<file path="src/verilog/ccf_pkg.sv">
// shared constants, types and crc for the chained command frame link
// assumes one 100 MHz system clock on both ends
package ccf_pkg;
    localparam int          CCF_FRAME_BITS  = 32;
    localparam int          CCF_HEAD_BITS   = 20;
    localparam logic [4:0]  CCF_BCAST_ADDR  = 5'h1f;
    // device register addresses
    localparam logic [5:0]  CCF_REG_DEVID   = 6'h0a;
    localparam logic [5:0]  CCF_REG_WDT     = 6'h21;
    localparam logic [5:0]  CCF_REG_WDKEY   = 6'h22;
    localparam logic [5:0]  CCF_REG_ADC     = 6'h3d;
    localparam logic [5:0]  CCF_REG_PAGE    = 6'h3e;
    localparam logic [5:0]  CCF_REG_RDPTR   = 6'h3f;
    // reset values
    localparam logic [7:0]  CCF_RST_RDPTR   = 8'hff;
    localparam logic [7:0]  CCF_RST_WDT     = 8'h0c;
    localparam logic [7:0]  CCF_RST_ZERO    = 8'h00;
    localparam logic [4:0]  CCF_RST_ID      = 5'h00;
    // field values
    localparam logic [7:0]  CCF_PAGE0       = 8'h00;
    localparam logic [7:0]  CCF_PAGE1       = 8'h01;
    localparam logic [7:0]  CCF_WD_KEY      = 8'h5a;
    localparam int          CCF_ADC_START   = 0;
    localparam int          CCF_ADC_SECOND  = 1;
    localparam int          CCF_ADC_EXIT    = 2;
    localparam int          CCF_ID_LSB      = 2;
    localparam int          CCF_LOCK_BIT    = 1;
    localparam int          CCF_INCR_BIT    = 0;
    localparam logic [4:0]  CCF_N_PRIMARY   = 5'd18;
    localparam logic [4:0]  CCF_N_SECOND    = 5'd10;
    // crc polynomial default is arbitrary
    localparam logic [11:0] CCF_CRC_POLY    = 12'h80f;
    // host register offsets
    localparam logic [3:0]  CCF_HOST_CMD    = 4'h0;
    localparam logic [3:0]  CCF_HOST_RESP   = 4'h4;
    localparam logic [3:0]  CCF_HOST_STAT   = 4'h8;
    localparam int          CCF_SCLK_HALF   = 4;

    typedef enum logic [1:0] {CCF_MODE_CMD, CCF_MODE_PRI, CCF_MODE_SEC} ccf_mode_t;
    typedef enum logic [1:0] {CCF_WD_IDLE, CCF_WD_ARMED, CCF_WD_KEYED} ccf_wdseq_t;

    // msb first, zero seed, so an all-zero head gives an all-zero crc
    function automatic logic [11:0] ccf_crc12(input logic [19:0] d, input logic [11:0] poly);
        logic [11:0] c;
        logic        fb;
        c = '0;
        for (int i = 19; i >= 0; i--) begin
            fb = c[11] ^ d[i];
            c  = {c[10:0], 1'b0};
            if (fb) begin
                c = c ^ poly;
            end
        end
        return c;
    endfunction : ccf_crc12
endpackage : ccf_pkg

</file>
<file path="src/verilog/ccf_link_if.sv">
// serial link between the host controller and the chain's master device
// assumes both ends run on the same system clock
`timescale 1ns/1ps
interface ccf_link_if;
    logic sclk;
    logic cs_n;
    logic mosi;
    logic miso;
    modport host (output sclk, output cs_n, output mosi, input miso);
    modport dev  (input sclk, input cs_n, input mosi, output miso);
endinterface : ccf_link_if

</file>
<file path="src/verilog/ccf_device_end.sv">
// device end: a chain of monitor devices seen through the master's port
// assumes link pins synchronous to sys_clk, sclk idle low, msb first
//
// Local design decision: the strobed register port.
`timescale 1ns/1ps
// Notes on behaviour
// RQ1: frame is 32 clocks: addr,rw,reg,data,crc
// RQ2: all-ones address write reaches every device
// RQ3: page register 0x3e selects page zero/one
// RQ4: id control holds id, lock, increment
// RQ5: every device id is zero after reset
// RQ6: increment gives each slave id plus one
// RQ7: host sets pointer at 0x3f, flag zero
// RQ8: null frame per device returns id and register
// RQ9: adc control bit zero starts conversions
// RQ10: started conversions enter 32-bit readback mode
// RQ11: host waits for conversions before reading
// RQ12: 18 primary results per device, one frame each
// RQ13: host sends null frames except the last
// RQ14: 0x02 to adc control selects 10 secondaries
// RQ15: 0x04 to adc control returns command mode
// RQ16: watchdog off only by zero, key, zero
// RQ17: readback runs master first, then slaves
// RQ18: pointer writable on any page, resets 0xff
// RQ19: 12-bit crc covers the 20 head bits
module ccf_device_end
    import ccf_pkg::*;
#(
    parameter int          CHAIN_LEN = 3,
    parameter logic [11:0] CRC_POLY  = CCF_CRC_POLY,
    parameter bit          CRC_CHECK = 1'b1
) (
    // clock and reset
    input  wire logic       sys_clk_i,
    input  wire logic       reset_i,
    // link
    ccf_link_if.dev         lnk,
    // user side
    output ccf_mode_t       mode_o,
    output logic            conv_start_o,
    output logic            crc_err_o,
    output logic            wd_enabled_o,
    output logic [4:0]      master_id_o
);
    localparam int IW = $clog2(CHAIN_LEN + 1);
    localparam logic [IW-1:0] LAST_DEV = IW'(CHAIN_LEN);
    logic              sclk_prev_q, sclk_prev_d, cs_prev_q, cs_prev_d;
    logic [31:0]       sh_in_q, sh_in_d, sh_out_q, sh_out_d;
    logic [5:0]        bit_cnt_q, bit_cnt_d;
    logic [4:0]        id_q    [CHAIN_LEN], id_d    [CHAIN_LEN];
    logic              lock_q  [CHAIN_LEN], lock_d  [CHAIN_LEN];
    logic              incr_q  [CHAIN_LEN], incr_d  [CHAIN_LEN];
    logic [7:0]        page_q  [CHAIN_LEN], page_d  [CHAIN_LEN];
    logic [7:0]        rdptr_q [CHAIN_LEN], rdptr_d [CHAIN_LEN];
    logic [7:0]        wdt_q   [CHAIN_LEN], wdt_d   [CHAIN_LEN];
    logic [7:0]        wdkey_q [CHAIN_LEN], wdkey_d [CHAIN_LEN];
    logic [7:0]        adc_q   [CHAIN_LEN], adc_d   [CHAIN_LEN];
    ccf_wdseq_t        wdseq_q [CHAIN_LEN], wdseq_d [CHAIN_LEN];
    logic              wden_q  [CHAIN_LEN], wden_d  [CHAIN_LEN];
    ccf_mode_t         mode_q, mode_d;
    logic [IW-1:0]     rd_idx_q, rd_idx_d, res_dev_q, res_dev_d;
    logic [4:0]        res_ch_q, res_ch_d;
    logic              conv_q, conv_d, crcerr_q, crcerr_d;
    logic              rise, fall, cs_fall, cs_rise, hit, adc_hit;
    logic [4:0]        f_addr;
    logic              f_rw, is_wr;
    logic [5:0]        f_reg;
    logic [7:0]        f_dat, rv;
    logic [19:0]       head;
    logic [31:0]       resp;
    logic [4:0]        res_last;
    assign lnk.miso     = sh_out_q[31];
    assign mode_o       = mode_q;
    assign conv_start_o = conv_q;
    assign crc_err_o    = crcerr_q;
    assign wd_enabled_o = wden_q[0];
    assign master_id_o  = id_q[0];
    // answer word, fixed at chip-select fall from the state then
    always_comb begin
        rv   = 8'h00;
        head = '0;
        if (mode_q == CCF_MODE_CMD && rd_idx_q < LAST_DEV) begin
            case (rdptr_q[rd_idx_q][5:0])
                CCF_REG_DEVID: rv = {1'b0, id_q[rd_idx_q], lock_q[rd_idx_q], incr_q[rd_idx_q]};
                CCF_REG_WDT:   rv = wdt_q[rd_idx_q];
                CCF_REG_WDKEY: rv = wdkey_q[rd_idx_q];
                CCF_REG_ADC:   rv = adc_q[rd_idx_q];
                CCF_REG_PAGE:  rv = page_q[rd_idx_q];
                CCF_REG_RDPTR: rv = rdptr_q[rd_idx_q];
                default:       rv = 8'h00;
            endcase
            head = {id_q[rd_idx_q], 1'b0, rdptr_q[rd_idx_q][5:0], rv}; // RQ8 RQ17
        end else if (mode_q != CCF_MODE_CMD && res_dev_q < LAST_DEV) begin
            // no converter here: result value is a marker of device and channel
            head = {id_q[res_dev_q], mode_q == CCF_MODE_SEC, 1'b0, res_ch_q,
                    3'(res_dev_q), res_ch_q}; // RQ12 RQ14 RQ17
        end
        resp = {head, ccf_crc12(head, CRC_POLY)}; // RQ19
    end
    always_comb begin
        sclk_prev_d = lnk.sclk;
        cs_prev_d   = lnk.cs_n;
        sh_in_d     = sh_in_q;
        sh_out_d    = sh_out_q;
        bit_cnt_d   = bit_cnt_q;
        id_d        = id_q;
        lock_d      = lock_q;
        incr_d      = incr_q;
        page_d      = page_q;
        rdptr_d     = rdptr_q;
        wdt_d       = wdt_q;
        wdkey_d     = wdkey_q;
        adc_d       = adc_q;
        wdseq_d     = wdseq_q;
        wden_d      = wden_q;
        mode_d      = mode_q;
        rd_idx_d    = rd_idx_q;
        res_dev_d   = res_dev_q;
        res_ch_d    = res_ch_q;
        conv_d      = 1'b0;
        crcerr_d    = 1'b0;
        hit         = 1'b0;
        adc_hit     = 1'b0;
        rise        = lnk.sclk & ~sclk_prev_q;
        fall        = ~lnk.sclk & sclk_prev_q;
        cs_fall     = cs_prev_q & ~lnk.cs_n;
        cs_rise     = ~cs_prev_q & lnk.cs_n;
        f_addr      = sh_in_q[31:27];
        f_rw        = sh_in_q[26];
        f_reg       = sh_in_q[25:20];
        f_dat       = sh_in_q[19:12];
        is_wr       = f_rw | (f_reg == CCF_REG_RDPTR);
        res_last    = (mode_q == CCF_MODE_SEC) ? CCF_N_SECOND - 5'd1 : CCF_N_PRIMARY - 5'd1;
        if (cs_fall) begin
            sh_out_d  = resp;
            bit_cnt_d = 6'd0;
        end else if (!lnk.cs_n) begin
            if (rise) begin
                sh_in_d = {sh_in_q[30:0], lnk.mosi};
                bit_cnt_d = (bit_cnt_q == 6'h3f) ? bit_cnt_q : bit_cnt_q + 6'd1;
            end
            if (fall) begin
                sh_out_d = {sh_out_q[30:0], 1'b0};
            end
        end
        // a frame of any other length is dropped whole
        if (cs_rise && bit_cnt_q == 6'(CCF_FRAME_BITS)) begin // RQ1
            if (CRC_CHECK && ccf_crc12(sh_in_q[31:12], CRC_POLY) != sh_in_q[11:0]) begin
                crcerr_d = 1'b1; // RQ19
            end else begin
                // every good frame moves result readback on, only a null one register readback; a command in it may then redirect
                if (mode_q == CCF_MODE_CMD) begin
                    if (sh_in_q == '0 && rd_idx_q < LAST_DEV) begin
                        rd_idx_d = rd_idx_q + IW'(1); // RQ8
                    end
                end else if (res_dev_q < LAST_DEV) begin
                    if (res_ch_q == res_last) begin
                        res_ch_d  = 5'd0;
                        res_dev_d = res_dev_q + IW'(1); // RQ12
                    end else begin
                        res_ch_d = res_ch_q + 5'd1;
                    end
                end
                for (int k = 0; k < CHAIN_LEN; k++) begin
                    hit = (f_addr == CCF_BCAST_ADDR) || (f_addr == id_q[k]); // RQ2
                    if (is_wr && hit) begin
                        if (f_reg == CCF_REG_PAGE) begin
                            page_d[k] = f_dat; // RQ3
                        end else if (f_reg == CCF_REG_RDPTR) begin
                            rdptr_d[k] = f_dat; // RQ18
                            rd_idx_d   = '0; // RQ7
                        end else if (page_q[k] == CCF_PAGE0 && f_reg == CCF_REG_ADC) begin
                            adc_d[k] = f_dat;
                            adc_hit  = 1'b1;
                        end else if (page_q[k] == CCF_PAGE1 && f_reg == CCF_REG_DEVID) begin
                            lock_d[k] = f_dat[CCF_LOCK_BIT]; // RQ4
                            incr_d[k] = f_dat[CCF_INCR_BIT];
                            if (!lock_q[k]) begin
                                if (f_dat[CCF_INCR_BIT] && f_addr == CCF_BCAST_ADDR) begin
                                    id_d[k] = f_dat[CCF_ID_LSB+:5] + 5'(k); // RQ6
                                end else begin
                                    id_d[k] = f_dat[CCF_ID_LSB+:5];
                                end
                            end
                        end else if (page_q[k] == CCF_PAGE1 && f_reg == CCF_REG_WDT) begin
                            wdt_d[k] = f_dat;
                            if (f_dat != 8'h00) begin
                                wdseq_d[k] = CCF_WD_IDLE;
                            end else if (wdseq_q[k] == CCF_WD_KEYED) begin
                                wden_d[k]  = 1'b0; // RQ16
                                wdseq_d[k] = CCF_WD_IDLE;
                            end else begin
                                wdseq_d[k] = CCF_WD_ARMED;
                            end
                        end else if (page_q[k] == CCF_PAGE1 && f_reg == CCF_REG_WDKEY) begin
                            wdkey_d[k] = f_dat;
                            if (f_dat == CCF_WD_KEY && wdseq_q[k] == CCF_WD_ARMED) begin
                                wdseq_d[k] = CCF_WD_KEYED; // RQ16
                            end else begin
                                wdseq_d[k] = CCF_WD_IDLE;
                            end
                        end
                    end
                end
                if (adc_hit) begin
                    if (f_dat[CCF_ADC_EXIT]) begin
                        mode_d = CCF_MODE_CMD; // RQ15
                    end else if (f_dat[CCF_ADC_SECOND]) begin
                        mode_d    = CCF_MODE_SEC; // RQ14
                        res_dev_d = '0;
                        res_ch_d  = 5'd0;
                    end else if (f_dat[CCF_ADC_START]) begin
                        conv_d    = 1'b1; // RQ9
                        mode_d    = CCF_MODE_PRI; // RQ10
                        res_dev_d = '0;
                        res_ch_d  = 5'd0;
                    end
                end
            end
        end
    end
    always_ff @(posedge sys_clk_i) begin
        if (reset_i) begin
            sclk_prev_q <= 1'b0;
            cs_prev_q   <= 1'b1;
            sh_in_q     <= '0;
            sh_out_q    <= '0;
            bit_cnt_q   <= 6'd0;
            mode_q      <= CCF_MODE_CMD;
            rd_idx_q    <= '0;
            res_dev_q   <= '0;
            res_ch_q    <= 5'd0;
            conv_q      <= 1'b0;
            crcerr_q    <= 1'b0;
            for (int k = 0; k < CHAIN_LEN; k++) begin
                id_q[k]    <= CCF_RST_ID; // RQ5
                lock_q[k]  <= 1'b0;
                incr_q[k]  <= 1'b0;
                page_q[k]  <= CCF_PAGE0;
                rdptr_q[k] <= CCF_RST_RDPTR; // RQ18
                wdt_q[k]   <= CCF_RST_WDT;
                wdkey_q[k] <= CCF_RST_ZERO;
                adc_q[k]   <= CCF_RST_ZERO;
                wdseq_q[k] <= CCF_WD_IDLE;
                wden_q[k]  <= 1'b1;
            end
        end else begin
            sclk_prev_q <= sclk_prev_d;
            cs_prev_q   <= cs_prev_d;
            sh_in_q     <= sh_in_d;
            sh_out_q    <= sh_out_d;
            bit_cnt_q   <= bit_cnt_d;
            mode_q      <= mode_d;
            rd_idx_q    <= rd_idx_d;
            res_dev_q   <= res_dev_d;
            res_ch_q    <= res_ch_d;
            conv_q      <= conv_d;
            crcerr_q    <= crcerr_d;
            id_q        <= id_d;
            lock_q      <= lock_d;
            incr_q      <= incr_d;
            page_q      <= page_d;
            rdptr_q     <= rdptr_d;
            wdt_q       <= wdt_d;
            wdkey_q     <= wdkey_d;
            adc_q       <= adc_d;
            wdseq_q     <= wdseq_d;
            wden_q      <= wden_d;
        end
    end
endmodule : ccf_device_end

</file>
<file path="src/flat_wrapper.sv">
// flat-port wrapper written by rule: the top's interface ports become plain ports
module ccf_device_end_flat import ccf_pkg::*;
#(
    parameter int          CHAIN_LEN = 3,
    parameter logic [11:0] CRC_POLY  = CCF_CRC_POLY,
    parameter bit          CRC_CHECK = 1'b1
)
  (sys_clk_i, reset_i, mode_o, conv_start_o, crc_err_o, wd_enabled_o, master_id_o, lnk_sclk, lnk_cs_n, lnk_mosi, lnk_miso);
  ccf_link_if lnk_i ();
  input  wire logic sys_clk_i;
  input  wire logic reset_i;
  output ccf_mode_t mode_o;
  output logic conv_start_o;
  output logic crc_err_o;
  output logic wd_enabled_o;
  output logic [4:0] master_id_o;
  input wire logic [$bits(lnk_i.sclk)-1:0] lnk_sclk;
  input wire logic [$bits(lnk_i.cs_n)-1:0] lnk_cs_n;
  input wire logic [$bits(lnk_i.mosi)-1:0] lnk_mosi;
  output wire logic [$bits(lnk_i.miso)-1:0] lnk_miso;
  assign lnk_i.sclk = lnk_sclk;
  assign lnk_i.cs_n = lnk_cs_n;
  assign lnk_i.mosi = lnk_mosi;
  assign lnk_miso = lnk_i.miso;
  ccf_device_end #(.CHAIN_LEN(CHAIN_LEN), .CRC_POLY(CRC_POLY), .CRC_CHECK(CRC_CHECK)) u_core (.sys_clk_i(sys_clk_i), .reset_i(reset_i), .lnk(lnk_i), .mode_o(mode_o), .conv_start_o(conv_start_o), .crc_err_o(crc_err_o), .wd_enabled_o(wd_enabled_o), .master_id_o(master_id_o));
endmodule
</file>
<file path="config.mk">
export PLATFORM = sky130hd
export DESIGN_NAME = ccf_device_end_flat
export DESIGN_NICKNAME = d
export VERILOG_FILES = /design/src/verilog/ccf_pkg.sv /design/src/verilog/ccf_link_if.sv /design/src/verilog/ccf_device_end.sv /design/src/flat_wrapper.sv
export SDC_FILE = /design/constraint.sdc
export NUM_CORES = 1
export LEC_CHECK = 0
export BUFFER_PORTS_ARGS = -buffer_cell sky130_fd_sc_hd__clkbuf_2
export CAP_MARGIN = 20
export CORE_MARGIN = 5
export CORE_UTILIZATION = 58
export DETAILED_ROUTE_END_ITERATION = 8
export PLACE_DENSITY = 0.83
export SLEW_MARGIN = 10
export SYNTH_ARGS = -nofsm -noshare
export SYNTH_HDL_FRONTEND = slang
export SYNTH_SLANG_ARGS = --single-unit
</file>
<file path="constraint.sdc">
create_clock -name sys_clk_i -period 3.7 [get_ports sys_clk_i]
set_input_delay 1.11 -clock sys_clk_i [delete_from_list [all_inputs] [get_ports sys_clk_i]]
set_output_delay 1.11 -clock sys_clk_i [all_outputs]
set_load 0.02 [all_outputs]
</file>
# ---- Word level (Yosys, flattened, before mapping)
# Index checks and enable logic that the tools add are counted.
dict set report op_classes {
  add_sub_neg 6
  order_cmp 4
  eq_ne 28
  mux 145
  n_bitwise 107
  reduce_logical 65
}
# op count
set op_table {}
lappend op_table {{$mux W12} 60}
lappend op_table {{$not A5 Y5} 38}
lappend op_table {{$mux W32} 3}
lappend op_table {{$bmux W8 S2} 5}
lappend op_table {{$mux W8} 10}
lappend op_table {{$eq A6 B6 Y1 const B} 12}
lappend op_table {{$mux W5} 14}
lappend op_table {{$reduce_and A8 Y1} 7}
lappend op_table {{$mux W2} 25}
lappend op_table {{$pmux W8 S6} 1}
lappend op_table {{$mux W20} 2}
lappend op_table {{$xor A1 B1 Y1} 38}
lappend op_table {{$logic_not A32 Y1} 1}
lappend op_table {{$reduce_and A9 Y1} 3}
lappend op_table {{$eq A8 B1 Y1 const B} 3}
lappend op_table {{$logic_not A8 Y1} 3}
lappend op_table {{$not A1 Y1} 24}
lappend op_table {{$logic_and A1 B1 Y1} 21}
lappend op_table {{$mux W1} 21}
lappend op_table {{$reduce_and A7 Y1} 3}
lappend op_table {{$bmux W5 S2} 2}
lappend op_table {{$eq A5 B5 Y1} 4}
lappend op_table {{$reduce_and A6 Y1} 3}
lappend op_table {{$reduce_and A4 Y1} 4}
lappend op_table {{other kinds (28)} 48}
dict set report word_totals {
  ff_bits 229
  in_bits 5
  output_inout_bits 11
  elab_cells 392
}

# ---- Longest topological paths before layout
dict set report depth {
  ltp_word 66
  mapped_depth 16
  depth_no_buf 13
}

# ---- Least setup slack after synthesis
# OpenSTA, ideal clock, no wires.
dict set report synth_timing {
  path_kind {register to register}
  from {register u_core.rd_idx_q[1]}
  to {register u_core.sh_out_q[11]}
  setup_time_ns 0.079
  arrival_ns 3.482
  required_ns 3.621
  path_slack_ns 0.138
  path_stages_with_launch 14
  path_buffers 2
  synth_period_minus_slack_ns 3.562
  cell_sequence {dfxtp_1 > buf_6 > mux2i_1 > o21ai_4 > and4_1 > buf_6 > a32oi_1 > o221ai_1 > o211a_1 > or4_4 > xnor3_2 > xnor2_2 > xnor3_1 > a211oi_2}
}
dict set report synth_via {
  elab_chain_len 45
  elab_cells_between_ends 94
  cone_classes {order compare (1); eq/ne (6); mux (47); bitwise (39); reduce/logical (1)}
}
# item line_no
set synth_rtl {}
lappend synth_rtl {{start, declared} ccf_device_end.sv:61} ;# logic [IW-1:0] rd_idx_q, rd_idx_d, res_dev_q, res_dev_d;
lappend synth_rtl {{start signal, assigned} ccf_device_end.sv:254} ;# rd_idx_q <= rd_idx_d;
lappend synth_rtl {{$not A2 Y3 (implied by the code)} -}
lappend synth_rtl {{$bmux W5 S2} {ccf_device_end.sv:84, ccf_device_end.sv:92}}
lappend synth_rtl {{$mux W5 (implied by the code) (2 in series)} {ccf_device_end.sv:84, ccf_device_end.sv:92}}
lappend synth_rtl {{$mux W20 *} ccf_device_end.sv:82} ;# if (mode_q == CCF_MODE_CMD && rd_idx_q < LAST_DEV) begin
lappend synth_rtl {{$mux W12} ccf_pkg.sv:50} ;# if (fb) begin
lappend synth_rtl {{$xor A1 B1 Y1} ccf_pkg.sv:48} ;# fb = c[11] ^ d[i];
lappend synth_rtl {{$mux W12} ccf_pkg.sv:50}
lappend synth_rtl {{$xor A1 B1 Y1} ccf_pkg.sv:48}
lappend synth_rtl {{[28 not listed]} -}
lappend synth_rtl {{$mux W12} ccf_pkg.sv:50}
lappend synth_rtl {{$xor A1 B1 Y1} ccf_pkg.sv:48}
lappend synth_rtl {{$mux W12} ccf_pkg.sv:50}
lappend synth_rtl {{$xor A1 B1 Y1} ccf_pkg.sv:48}
lappend synth_rtl {{$mux W12} ccf_pkg.sv:50}
lappend synth_rtl {{$xor A1 B1 Y1} ccf_pkg.sv:48}
lappend synth_rtl {{$mux W12 *} ccf_pkg.sv:50}
lappend synth_rtl {{$mux W32 *} ccf_device_end.sv:134} ;# if (cs_fall) begin
lappend synth_rtl {{end signal, assigned} ccf_device_end.sv:251} ;# sh_out_q <= sh_out_d;
lappend synth_rtl {{end, declared} ccf_device_end.sv:48} ;# logic [31:0] sh_in_q, sh_in_d, sh_out_q, sh_out_d;
# Every way passes the cells marked *; elsewhere a longest branch is shown, timed or not. The select of a mux whose other input is x is not followed.
# A chain may end at the register's enable or synchronous reset.

# ---- Worst setup path after layout
# Ends and elaborated chain as after synthesis.

==> key figures <==
Drt
  – Post-Route WL: roughly 35,000 um
  – Post-route antenna net violation count: 0
  – Via-per-instance ratio: between 6 and 7
  – Iter 0 DRT Violations: around 1,000
  – First-pass iteration count of the detailed router: 5
  – Detailed-route DRC error count: 0
  – DR vias: 10,900
  – Wire length per cell after detailed routing: between 20 and 25 um

Setup path
  – Beginning of the worst register-to-register path: u_core.rd_idx_q[1]
  – Number of buffers and inverters on the critical path: 1
  – Logic depth of the worst register-to-register path: 12
  – Flop-to-flop setup slack: slightly above 0.05 ns
  – Required time of the worst setup path: ~4.1 ns
  – Capture point of the worst reg-to-reg path: u_core.sh_out_q[11]
  – Cell family with most CP delay: XOR/XNOR gates
  – Setup crit start kind: register
  – Cell-by-cell trace of the critical path: mux2i_1, o22a_2, nor2_4, buf_4, and2_1, a22oi_1, a41oi_2, xnor3_1, xnor3_2, xnor2_2, xnor3_1, a211oi_2
  – Worst endpoint data arrival time: between 4 and 5 ns
  – CP Capture Type: register
  – Max stage delay cell, worst path: sky130_fd_sc_hd__dfxtp_4
  – CP Max Fanout: 9
  – Type of the setup path with the least slack: register to register
  – Cell seen most often among critical-path stages: sky130_fd_sc_hd__xnor3_1
  – Delay of the slowest cell on the worst path: between 0.4 and 0.5 ns

Final layout
  – Area Overhead vs Synth: 14.8%
  – Final core utilization: just under 70%
  – Highest-count cells in the layout ignoring fill and taps: 227 x sky130_fd_sc_hd__dfxtp_1, 184 x sky130_fd_sc_hd__nor2_1, 171 x sky130_fd_sc_hd__mux2i_1
  – # nets final: roughly 1,500
  – Diode insertion count for antenna repair: 0
  – Fraction of final layout cells with drive strength greater than 1: 17.6%
  – Most common cell after layout, fill and taps aside: sky130_fd_sc_hd__dfxtp_1

Pwr
  – Power share of the sequential group: roughly half
  – Cell internal pwr: 0.00408 W
  – IR Drop Worst-Case VDD: 0.000313 V
  – Clock share of power: roughly half
  – Switching power as a share of total power: between 20 and 25%
  – Combinational share of power: 2.5%
  – Static Leak: about 5.6 nW
  – Power density over the cells: around 360 nW/um^2
  – Power dissipated by switching net loads: roughly 0.0011 W
  – Total power draw: 0.00522 W

Placed design
  – Placement Setup Slack: -0.0667 ns
  – Port Buffer Count: 15
  – Half-perimeter wire length after detailed placement: around 24,000 um
  – Weighted congestion reported at the end of routability-driven placement: a little under 1

Global route
  – Via count of the first global-routing pass: roughly 10,000
  – Overall track demand over capacity in global routing: 27.8%
  – First-pass GRT wire length: between 50,000 and 60,000 um
  – Maximum number of pins on one net before global-route repair: about 190
  – Overflow left after global routing: 0
  – Initial antenna violation count: 0

Clock network
  – Inserted Clock Buffers: 25
  – Number of levels in the clock H-tree: 1
  – # hold bufs at CTS: 0
  – Clock latency on the worst-skew pair: ~0.53 ns
  – Maximum buffer depth of the clock tree: 3
  – Clock transition at the registers of the reported paths: 0.07 ns
  – Root Buffer: sky130_fd_sc_hd__clkbuf_16
  – Sink Count: about 230
  – CTS tree: done

Synthesis
  – Primary flip-flop cell chosen by synthesis mapping: sky130_fd_sc_hd__dfxtp_1
  – Nets in the synthesized netlist: 1,425
  – Library cell occupying the most area in the post-synthesis netlist: sky130_fd_sc_hd__dfxtp_1
  – Area share of the largest cell type after synthesis: between 30% and 40%
  – EDFF count, synth: 0
  – Largest cells by area after synthesis: sky130_fd_sc_hd__dfxtp_1 37%, sky130_fd_sc_hd__mux2i_1 14%, sky130_fd_sc_hd__nor2_1 5.6%, sky130_fd_sc_hd__nand2_1 4.9%, sky130_fd_sc_hd__xnor2_1 4.0%
  – Number of distinct library cell variants in the gate-level netlist after synthesis: 85
  – Number of standard cells after synthesis: approximately 1,400
  – Async set or reset register ratio after synthesis: 0%
  – Summed instance area of the synthesized netlist: 12,500 um^2
  – Synthesized area divided by synthesized cell count: ~9 um^2
  – Count of state elements after synthesis: roughly 230
  – Synth warn: 0
  – Sequential cell area fraction in the yosys report: a little under two fifths

Status
  – Result of the run: complete, no violations

Min path
  – Startpoint of the worst hold path: u_core.wd_enabled_o
  – Worst hold endpoint: u_core.wd_enabled_o
  – Type of the most critical hold path: register to register
  – Count of cells along the worst hold path: 1

Timing
  – Final period utilization: roughly 99%
  – Smallest setup slack after layout: 0.0514 ns
  – Count of final max-slew check failures: 0
  – Least-Margin Pin Slew: 0.934 ns
  – Worst hold slack after final layout: 0.458 ns
  – Min Clock Period, post-route: 3.65 ns
  – Worst rel slew slack: a little under two fifths
  – Setup violations, final: 0
  – Setup repair after global routing missed its margin: true
  – Setup Skew: ~0.0096 ns
  – Highest attainable clock frequency: about 270 MHz
  – Fin. Hold Viols: 0

Floorplan
  – Initial Util: slightly below 60%
  – Die outline height: between 150 and 200 um
  – Placement row count: between 50 and 60
  – Total core area: around 21,000 um^2
  – Die width: between 150 and 200 um
  – Boundary Pins: 16
  – Die Outline Area: 24,500 um^2

Flow run
  – Number of maximum-capacitance violations: 0
-- power by group through the flow --
stage,Sequential (W),Clock (W),Combinational (W)
floorplan,0.00256,0,0.0000994
global placement,0.00256,0,0.000126
detailed placement,0.00256,0,0.000129
CTS,0.00251,0.00260,0.000130
global route,0.00251,0.00271,0.000145
finish,0.00251,0.00258,0.000132
-- cells by family after synthesis --
kind of cell,Yosys count,synth area share [%]
AND/OR/NAND/NOR,513,19.5
AO/OA/AOI/OAI,230,13.1
flip-flops,229,36.8
buffers and inverters,127,5.00
adder cells (fa/ha/maj),11,1.10
XOR/XNOR,110,9.15
multiplexers,189,15.3
-- cells in the mapped netlist, drive strengths merged (6+ instances only) --
library cell,number
a211oi,41
a21oi,59
a221oi,7
a22oi,10
a31oi,8
and2,11
and3,9
buf,42
clkbuf,71
dfxtp,229
ha,11
inv,11
mux2,16
mux2i,173
nand2,162
nand3,30
nand3b,6
nand4,13
nor2,193
nor2b,17
nor3,32
nor4,14
o211ai,17
o21ai,35
o22ai,6
xnor2,63
xnor3,7
xor2,39
-- repair_timing --
item	CTS	global route
gates resized for setup	4	42
setup endpoints to repair	12	93
setup buffers	0	17
pin swaps	2	18
-- metrics by stage --
stage | area (um^2) | cells | TNS, ns
after global routing | 14300 | 1741 | -0.0531
after CTS | 13900 | 1724 | 0
after floorplan | 12500 | 1409 | 0
final | 14300 | 1741 | 0
after global placement | 13100 | 1679 | 0
after detailed placement | 13100 | 1679 | -0.111
-- worst max path at each step --
stage / cells after the start / endpoint / slack (ns) / start
floorplan: 13 / u_core.sh_out_q[11] / 0.14 / u_core.rd_idx_q[1]
global placement: 12 / u_core.sh_out_q[11] / 0.03 / u_core.rd_idx_q[1]
detailed placement: 11 / u_core.sh_out_q[11] / -0.07 / u_core.rd_idx_q[1]
CTS: 12 / u_core.sh_out_q[11] / 0.006 / u_core.rd_idx_q[1]
global route: 12 / u_core.sh_out_q[11] / -0.02 / u_core.rd_idx_q[0]
finish: 12 / u_core.sh_out_q[11] / 0.05 / u_core.rd_idx_q[1]
-- per-layer routing --
metal | share of wire (%) | track usage (%)
met1 | 42 | 37.6
met2 | 46 | 45.2
met3 | 7.3 | 3.82
met4 | 4.1 | 10.5
met5 | 0 | 0
-- sequential cells by signal, summed over array words and instances (netlist names) --
signal               cells
u_core.incr_q            3
u_core.master_id_o       5
u_core.page_q           24
u_core.wdkey_q          24
u_core.wdt_q            24
u_core.sclk_prev_q       1
u_core.rd_idx_q          2
u_core.cs_prev_q         1
u_core.conv_start_o      1
u_core.bit_cnt_q         6
u_core.rdptr_q          24
u_core.res_ch_q          5
u_core.sh_out_q         32
u_core.wdseq_q           2
u_core.lock_q            3
u_core.mode_o            2
u_core.sh_in_q          32
u_core.adc_q            24
u_core.res_dev_q         2
u_core.wd_enabled_o      1
u_core.crc_err_o         1
u_core.id_q             10
-- cell type report --
type	instances	area, um^2
Clock buffer	34	709
Inverter	14	52.6
Clock inverter	11	139
Fill cell	1660	6770
Sequential cell	229	4590
Tap cell	275	344
Timing Repair Buffer	125	1040
Multi-Input combinational cell	1053	7440
Power figures use the tool's default switching activity.
